File: config.mk
export PLATFORM = sky130hd
export DESIGN_NAME = cbbx_exec
export DESIGN_NICKNAME = d
export VERILOG_FILES = /design/src/cbbx_pkg.sv /design/src/cbbx_target.sv /design/src/cbbx_exec.sv
export VERILOG_INCLUDE_DIRS = /design/src
export SDC_FILE = /design/constraint.sdc
export NUM_CORES = 1
export LEC_CHECK = 0
export BUFFER_PORTS_ARGS = -buffer_cell sky130_fd_sc_hd__buf_2
export CORE_MARGIN = 3
export CORE_UTILIZATION = 30
export DETAILED_ROUTE_END_ITERATION = 16
export SKIP_CTS_REPAIR_TIMING = 1
export SYNTH_ARGS = -nofsm -noshare
export SYNTH_HDL_FRONTEND = slang
export SYNTH_HIERARCHICAL = 1
export SYNTH_SLANG_ARGS = --single-unit
export TNS_END_PERCENT = 100
File: constraint.sdc
create_clock -name CORE_CLK_I -period 9.3 [get_ports CORE_CLK_I]
set_clock_uncertainty 0.15 [all_clocks]
set_input_delay 0.93 -clock CORE_CLK_I [delete_from_list [all_inputs] [get_ports CORE_CLK_I]]
set_output_delay 0.93 -clock CORE_CLK_I [all_outputs]
set_load 0.01 [all_outputs]
File: src/cbbx_params.svh
// Constants for the conditional bit branch execution block
`ifndef CBBX_PARAMS_SVH
`define CBBX_PARAMS_SVH
`define CBBX_OP_BIT_BRANCH 8'h10
`define CBBX_OP_CARRY_BRANCH 8'h40
`define CBBX_LEN_BIT_BRANCH 16'h0003
`define CBBX_LEN_CARRY_BRANCH 16'h0002
`define CBBX_PC_RESET 16'h0000
`define CBBX_EXEC_CYCLES 2'h2
`endif

File: src/cbbx_pkg.sv
// Types for the conditional bit branch execution block
package cbbx_pkg;
  typedef enum logic [1:0] {
    CBBX_IDLE,
    CBBX_EXEC,
    CBBX_DONE
  } cbbx_state_e;
  typedef logic [15:0] cbbx_addr_t;
endpackage

File: src/cbbx_target.sv
// Branch target adder: advanced counter plus sign-extended displacement
`timescale 1ns/1ns
`include "cbbx_params.svh"
module cbbx_target
  import cbbx_pkg::*;
#(
  parameter int AW = 16
) (
  // Operands
  input wire logic [AW-1:0] pc_i,
  input wire logic is_bit_i,
  input wire logic [7:0] disp_i,
  // Results
  output logic [AW-1:0] advanced_o,
  output logic [AW-1:0] target_o
);
  logic [AW-1:0] step;
  always_comb begin
    // Bit branch is three bytes long, carry branch two
    step = is_bit_i ? AW'(`CBBX_LEN_BIT_BRANCH) : AW'(`CBBX_LEN_CARRY_BRANCH);
    advanced_o = AW'(pc_i + step);
    // Add to the advanced value, not the opcode address
    target_o = AW'(advanced_o + {{(AW-8){disp_i[7]}}, disp_i});
  end
endmodule // cbbx_target

File: src/cbbx_exec.sv
// Execution of the bit-set-clear branch and the carry-set branch
`timescale 1ns/1ns
`include "cbbx_params.svh"
module cbbx_exec
  import cbbx_pkg::*;
#(
  parameter int AW = 16
) (
  // Clock and reset
  input wire logic CORE_CLK_I,
  input wire logic RST_I,
  // Decoded instruction
  input wire logic START_I,
  input wire logic [7:0] OPCODE_I,
  input wire logic [7:0] BIT_ADDR_I,
  input wire logic [7:0] DISP_I,
  input wire logic [AW-1:0] PC_I,
  // Core state
  input wire logic BIT_VAL_I,
  input wire logic CARRY_I,
  input wire logic [7:0] PSW_I,
  // Program counter update
  output logic PC_WE_O,
  output logic [AW-1:0] PC_O,
  // Bit write-back
  output logic BIT_WE_O,
  output logic [7:0] BIT_ADDR_O,
  output logic BIT_DATA_O,
  // Flags and status
  output logic PSW_WE_O,
  output logic [7:0] PSW_O,
  output logic BUSY_O,
  output logic TAKEN_O,
  output logic ILLEGAL_O
);
  cbbx_state_e state_r, state_nxt;
  logic [1:0] cnt_r, cnt_nxt;
  logic is_bit_r, is_bit_nxt;
  logic cond_r, cond_nxt;
  logic [7:0] disp_r, disp_nxt;
  logic [7:0] baddr_r, baddr_nxt;
  logic [AW-1:0] pc_base_r, pc_base_nxt;
  logic pc_we_r, pc_we_nxt;
  logic [AW-1:0] pc_r, pc_nxt;
  logic bit_we_r, bit_we_nxt;
  logic taken_r, taken_nxt;
  logic illegal_r, illegal_nxt;
  logic [7:0] psw_r, psw_nxt;
  logic busy_r, busy_nxt;
  logic bit_data_r, bit_data_nxt;
  logic psw_we_r, psw_we_nxt;
  logic [AW-1:0] advanced, target;
  logic is_bit_op, is_carry_op;

  assign is_bit_op = (OPCODE_I == `CBBX_OP_BIT_BRANCH);
  assign is_carry_op = (OPCODE_I == `CBBX_OP_CARRY_BRANCH);

  cbbx_target #(.AW(AW)) u_target (
    .pc_i(pc_base_r),
    .is_bit_i(is_bit_r),
    .disp_i(disp_r),
    .advanced_o(advanced),
    .target_o(target)
  );

  always_comb begin
    state_nxt = state_r;
    cnt_nxt = cnt_r;
    is_bit_nxt = is_bit_r;
    cond_nxt = cond_r;
    disp_nxt = disp_r;
    baddr_nxt = baddr_r;
    pc_base_nxt = pc_base_r;
    pc_we_nxt = 1'b0;
    pc_nxt = pc_r;
    bit_we_nxt = 1'b0;
    taken_nxt = taken_r;
    illegal_nxt = 1'b0;
    // Write-back data is always zero, flags are never written
    bit_data_nxt = 1'b0;
    psw_we_nxt = 1'b0;
    // Flags are passed through untouched; write strobe never raised
    psw_nxt = PSW_I;
    case (state_r)
      CBBX_IDLE: begin
        if (START_I) begin
          if (is_bit_op || is_carry_op) begin
            is_bit_nxt = is_bit_op;
            // Condition sampled at issue: bit value or carry
            cond_nxt = is_bit_op ? BIT_VAL_I : (CARRY_I == 1'b1);
            disp_nxt = DISP_I;
            baddr_nxt = BIT_ADDR_I;
            pc_base_nxt = PC_I;
            cnt_nxt = 2'h1;
            state_nxt = CBBX_EXEC;
          end else begin
            illegal_nxt = 1'b1;
          end
        end
      end
      CBBX_EXEC: begin
        // Fixed length keeps timing independent of the outcome
        if (cnt_r == `CBBX_EXEC_CYCLES - 2'h1) begin
          pc_we_nxt = 1'b1;
          pc_nxt = cond_r ? target : advanced;
          taken_nxt = cond_r;
          bit_we_nxt = is_bit_r && cond_r;
          state_nxt = CBBX_DONE;
        end
        cnt_nxt = 2'(cnt_r + 2'h1);
      end
      CBBX_DONE: begin
        state_nxt = CBBX_IDLE;
      end
      default: state_nxt = CBBX_IDLE;
    endcase
    // Registered so the status pin carries no decode glitch
    busy_nxt = (state_nxt != CBBX_IDLE);
  end

  always_ff @(posedge CORE_CLK_I) begin
    if (RST_I) begin
      state_r <= CBBX_IDLE;
      cnt_r <= 2'h0;
      is_bit_r <= 1'b0;
      cond_r <= 1'b0;
      disp_r <= 8'h00;
      baddr_r <= 8'h00;
      pc_base_r <= AW'(`CBBX_PC_RESET);
      pc_we_r <= 1'b0;
      pc_r <= AW'(`CBBX_PC_RESET);
      bit_we_r <= 1'b0;
      taken_r <= 1'b0;
      illegal_r <= 1'b0;
      psw_r <= 8'h00;
      busy_r <= 1'b0;
      bit_data_r <= 1'b0;
      psw_we_r <= 1'b0;
    end else begin
      state_r <= state_nxt;
      cnt_r <= cnt_nxt;
      is_bit_r <= is_bit_nxt;
      cond_r <= cond_nxt;
      disp_r <= disp_nxt;
      baddr_r <= baddr_nxt;
      pc_base_r <= pc_base_nxt;
      pc_we_r <= pc_we_nxt;
      pc_r <= pc_nxt;
      bit_we_r <= bit_we_nxt;
      taken_r <= taken_nxt;
      illegal_r <= illegal_nxt;
      psw_r <= psw_nxt;
      busy_r <= busy_nxt;
      bit_data_r <= bit_data_nxt;
      psw_we_r <= psw_we_nxt;
    end
  end

  assign PC_WE_O = pc_we_r;
  assign PC_O = pc_r;
  assign BIT_WE_O = bit_we_r;
  assign BIT_ADDR_O = baddr_r;
  assign BIT_DATA_O = bit_data_r;
  assign PSW_WE_O = psw_we_r;
  assign PSW_O = psw_r;
  assign BUSY_O = busy_r;
  assign TAKEN_O = taken_r;
  assign ILLEGAL_O = illegal_r;

  a_pc_two_cycles: assert property (@(posedge CORE_CLK_I) disable iff (RST_I)
    (START_I && !BUSY_O && (is_bit_op || is_carry_op)) |-> !PC_WE_O ##1 !PC_WE_O ##1 PC_WE_O)
    else $error("Counter update not two cycles after issue");
  a_carry_taken: assert property (@(posedge CORE_CLK_I) disable iff (RST_I)
    (START_I && !BUSY_O && is_carry_op) |-> ##2 (TAKEN_O == $past(CARRY_I, 2)))
    else $error("Carry branch outcome does not follow carry");
  a_carry_target: assert property (@(posedge CORE_CLK_I) disable iff (RST_I)
    (START_I && !BUSY_O && is_carry_op) |-> ##2 (PC_O == AW'($past(PC_I, 2)
      + AW'(`CBBX_LEN_CARRY_BRANCH) + ($past(CARRY_I, 2)
      ? {{(AW-8){$past(DISP_I[7], 2)}}, $past(DISP_I, 2)} : AW'(0)))))
    else $error("Carry branch target wrong");
  a_bit_target: assert property (@(posedge CORE_CLK_I) disable iff (RST_I)
    (START_I && !BUSY_O && is_bit_op) |-> ##2 (PC_O == AW'($past(PC_I, 2)
      + AW'(`CBBX_LEN_BIT_BRANCH) + ($past(BIT_VAL_I, 2)
      ? {{(AW-8){$past(DISP_I[7], 2)}}, $past(DISP_I, 2)} : AW'(0)))))
    else $error("Bit branch target wrong");
  a_bit_clear: assert property (@(posedge CORE_CLK_I) disable iff (RST_I)
    (START_I && !BUSY_O && is_bit_op) |-> ##2 ((BIT_WE_O == $past(BIT_VAL_I, 2))
      && (BIT_ADDR_O == $past(BIT_ADDR_I, 2)) && !BIT_DATA_O))
    else $error("Bit clear write-back wrong");
  a_carry_no_bit: assert property (@(posedge CORE_CLK_I) disable iff (RST_I)
    (START_I && !BUSY_O && is_carry_op) |-> ##2 !BIT_WE_O)
    else $error("Carry branch wrote a bit");
  a_flags_kept: assert property (@(posedge CORE_CLK_I) disable iff (RST_I)
    BUSY_O |-> !PSW_WE_O && (PSW_O == $past(PSW_I)))
    else $error("Flags disturbed by branch");
  a_decode_op: assert property (@(posedge CORE_CLK_I) disable iff (RST_I)
    (START_I && !BUSY_O && OPCODE_I == 8'h40) |=> BUSY_O ##1 BUSY_O ##1 !BUSY_O)
    else $error("Carry opcode not decoded");
  a_illegal_flag: assert property (@(posedge CORE_CLK_I) disable iff (RST_I)
    (START_I && !BUSY_O && !is_bit_op && !is_carry_op) |=> ILLEGAL_O && !BUSY_O)
    else $error("Unknown opcode not flagged");
  a_busy_ignore: assert property (@(posedge CORE_CLK_I) disable iff (RST_I)
    (START_I && BUSY_O) |=> !ILLEGAL_O)
    else $error("Start while busy was not ignored");
  a_pc_we_pulse: assert property (@(posedge CORE_CLK_I) disable iff (RST_I)
    PC_WE_O |=> !PC_WE_O && !BIT_WE_O)
    else $error("Counter update strobe longer than one cycle");
  a_bit_we_pair: assert property (@(posedge CORE_CLK_I) disable iff (RST_I)
    BIT_WE_O |-> PC_WE_O && !BIT_DATA_O)
    else $error("Bit write-back outside counter update");
endmodule // cbbx_exec

==> out/metrics.yaml <==
grt_overflow: 0
dieArea_mm2: 0.01343
grt_pass1_wl_mm: 14.85
hold_slack_ns: 0.3028
final_common_cell: "buf_2"
cts.path.max_buffers: 2
grt_pass1_vias: 3115
yosys_warnings: 6
regArea_mm2: 0.001341
synth-seq-cells: 67
ys_seq_area_frac: 0.3702
multi_input_area_mm2: 0.002108
gp_congestion: 0.8405
cts.clk_slew.worst_paths_ns: 0.05
worst-setup-path-type: "reg2reg"
synthArstFlopShare: 0
grtUsageTotal: 0.1381
instances_no_fill: 656
power.switching_w: 0.0001330
cp-start-kind: "flip-flop"
timing.fmax_ghz: 0.2849
antenna_left: 0
intPower_w: 0.0005706
cts.sinks: 67
n_antenna_cell: 0
dieHeight_um: 115.9
finalSetupViolCount: 0
slew_violations: 0
drt-total-wl_mm: 8.783
cts_htree_levels: 3
cts_tree: "yes"
cp.arrival_ns: 3.60
synth-edff-count: 0
status: "finished clean"
slowest_delay_ns: 0.35
min_path_type: "reg2reg"
numCtsBuffers: 9
nNetsFinal: 580
ios: 92
p_seq_frac: 0.413
clock_latency_ns: 0.32
hpwl_mm: 6.656
syn2layout_area_growth_pct: 23.86
io_buffers: 89
final.period_utilization: 0.3774
cap_violations: 0
via_count: 3227
start_util: 0.3120
r2r_cells: 15
synth_area_mm2: 0.003623
grt_antenna_before_repair: 0
cp_slowest_cell: "dfxtp_1"
max_slew_margin: 0.3090
root_buffer: "clkbuf_16"
syn_area_per_cell_um2: 8.506
crit_path_end_kind: "flip-flop"
worst_slack_ns: 5.790
drcViolationCount: 0
nFillCells: 1190
whs_path_depth: 2
post_drt_wl_per_cell_um: 13.39
rsz0062_at_grt: "no"
first_iter_violations: 75
dominantRegCellSynth: "dfxtp_1"
power_density_mw_per_mm2: 156.8
critPathMaxFanout: 5
period_needed_ns: 3.510
drive_above_1_share: 0.2378
timing.setup.tns_ns: 0
die-width_um: 115.9
cp.depth: 15
power_frac_comb: 0.038
grt_max_degree: 67
netlist_instances: 426
path_cells: "ha_1 -> inv_1 -> ha_1 -> nor2b_1 -> nand3_1 -> nor2_1 -> xor2_1 -> ha_1 -> nand3_1 -> nor2_1 -> nand3_1 -> and4_4 -> a2111oi_4 -> mux2i_1 -> a211oi_1"
firstDrtPassIters: 4
tightest_slew_ns: 1.035
critical_path_required_ns: 9.39
place_inst: 640
p_sw_frac: 0.1890
p_leak_nw: 1.798
placementRows: 39
vias_per_cell: 4.919
irDropWorstVdd_mv: 0.1157
crit_buf_inv: 1
mostFrequentLayoutCells: "buf_2, nand2_1, dfxtp_1"
pre_cts_ws_ns: 5.829
cpLargestDelayFamily: "simple AND/OR/NAND/NOR gates"
finalHoldViolCount: 0
p_clk_frac: 0.549
yosys.cell_types.count: 54
coreArea_mm2: 0.01161
## worst min-delay path: cells and delay by family, from the launching register on
kind / cells / cell delay [ns]
flip-flops: 1 / 0.30
AND/OR/NAND/NOR: 1 / 0.05
AO/OA/AOI/OAI: 1 / 0.05
## per-stage QoR
stage / util / total power, W / area, um2
6_report: 0.3864 / 0.0007037 / 4488
5_1_grt: 0.3864 / 0.0007310 / 4488
4_1_cts: 0.3864 / 0.0007148 / 4488
3_5_place_dp: 0.3569 / 0.0003239 / 4145
3_3_place_gp: 0.3569 / 0.0003231 / 4145
2_1_floorplan: - / 0.0003085 / 3627
## layer usage
layer,vias up,global-route usage,routed length [um]
li1,1648,-,-
met1,1496,0.1780,4089
met2,75,0.2190,4044
met3,8,0.03916,533
met4,0,0.05336,116
met5,-,0,0
## power groups by stage
| stage | registers, W | clock network, W | logic (W) |
|---|---|---|---|
| global route | 0.000291 | 0.000410 | 0.0000299 |
| CTS | 0.000291 | 0.000397 | 0.0000271 |
| detailed placement | 0.000297 | 0 | 0.0000270 |
| global placement | 0.000297 | 0 | 0.0000263 |
| finish | 0.000291 | 0.000386 | 0.0000267 |
| floorplan | 0.000298 | 0 | 0.0000107 |
## sequential cells by signal, indices dropped and copies added, names as in the netlist
register and count:
PC_O 16, pc_base_r 16, BIT_ADDR_O 8, PSW_O 8, disp_r 8, cnt_r 2
state_r 2, BIT_WE_O 1, BUSY_O 1, ILLEGAL_O 1, PC_WE_O 1, TAKEN_O 1
cond_r 1, is_bit_r 1
## cells by family (layout without fill, tap and decap cells)
group           count (synthesis)  in the layout  share of synthesized area
flops                          67             67                     0.3702
xor+xnor                       26             26                    0.06285
buf+inv                        34            120                    0.04903
other cells                     1              2                   0.001035
simple gates                  166            166                     0.2283
mux                            19             19                    0.05249
compound gates                 94             94                     0.1685
fa+ha+maj                      19             19                    0.06768
## area by class of cell
class,count,area share
multi-input combinational,326,0.4698
sequential,67,0.2989
timing repair buffer,93,0.1059
clock buffer,11,0.05408
tap,143,0.03987
clock inverter,5,0.02230
inverter,11,0.009200
## cell usage after synthesis, types with 2 or more instances
cell / count / area share
and3_1: 3 / 0.0052
nand3_1: 9 / 0.012
a21o_1: 2 / 0.0041
ha_1: 18 / 0.062
o21bai_1: 3 / 0.0062
a21oi_1: 46 / 0.064
nor2b_1: 14 / 0.024
xnor2_1: 18 / 0.044
nand4b_1: 2 / 0.0048
dfxtp_1: 67 / 0.37
buf_2: 4 / 0.0055
o211ai_1: 2 / 0.0041
buf_4: 4 / 0.0083
nand2b_1: 2 / 0.0035
mux2i_1: 19 / 0.052
clkbuf_1: 10 / 0.010
o21a_1: 2 / 0.0041
nor3b_1: 2 / 0.0041
o21ai_2: 2 / 0.0048
o21ai_0: 9 / 0.012
a21oi_2: 2 / 0.0048
inv_1: 11 / 0.011
and4_1: 2 / 0.0048
nor3_1: 5 / 0.0069
nand2_1: 74 / 0.077
nand4_1: 10 / 0.017
xor2_1: 8 / 0.019
nor2_1: 30 / 0.031
a211oi_1: 18 / 0.037
buf_6: 4 / 0.012
## worst paths after layout
| check | startpoint | to | slack [ns] |
|---|---|---|---|
| min reg2reg | BIT_ADDR_O[3]$_SDFFE_PP0P_ | BIT_ADDR_O[3]$_SDFFE_PP0P_ | 0.30 |
| min | BIT_ADDR_O[3]$_SDFFE_PP0P_ | BIT_ADDR_O[3]$_SDFFE_PP0P_ | 0.30 |
| max reg2reg | is_bit_r$_SDFFE_PP0P_ | PC_O[13]$_SDFFE_PP0P_ | 5.79 |
| max | is_bit_r$_SDFFE_PP0P_ | PC_O[13]$_SDFFE_PP0P_ | 5.79 |
Power figures use the tool's default switching activity.
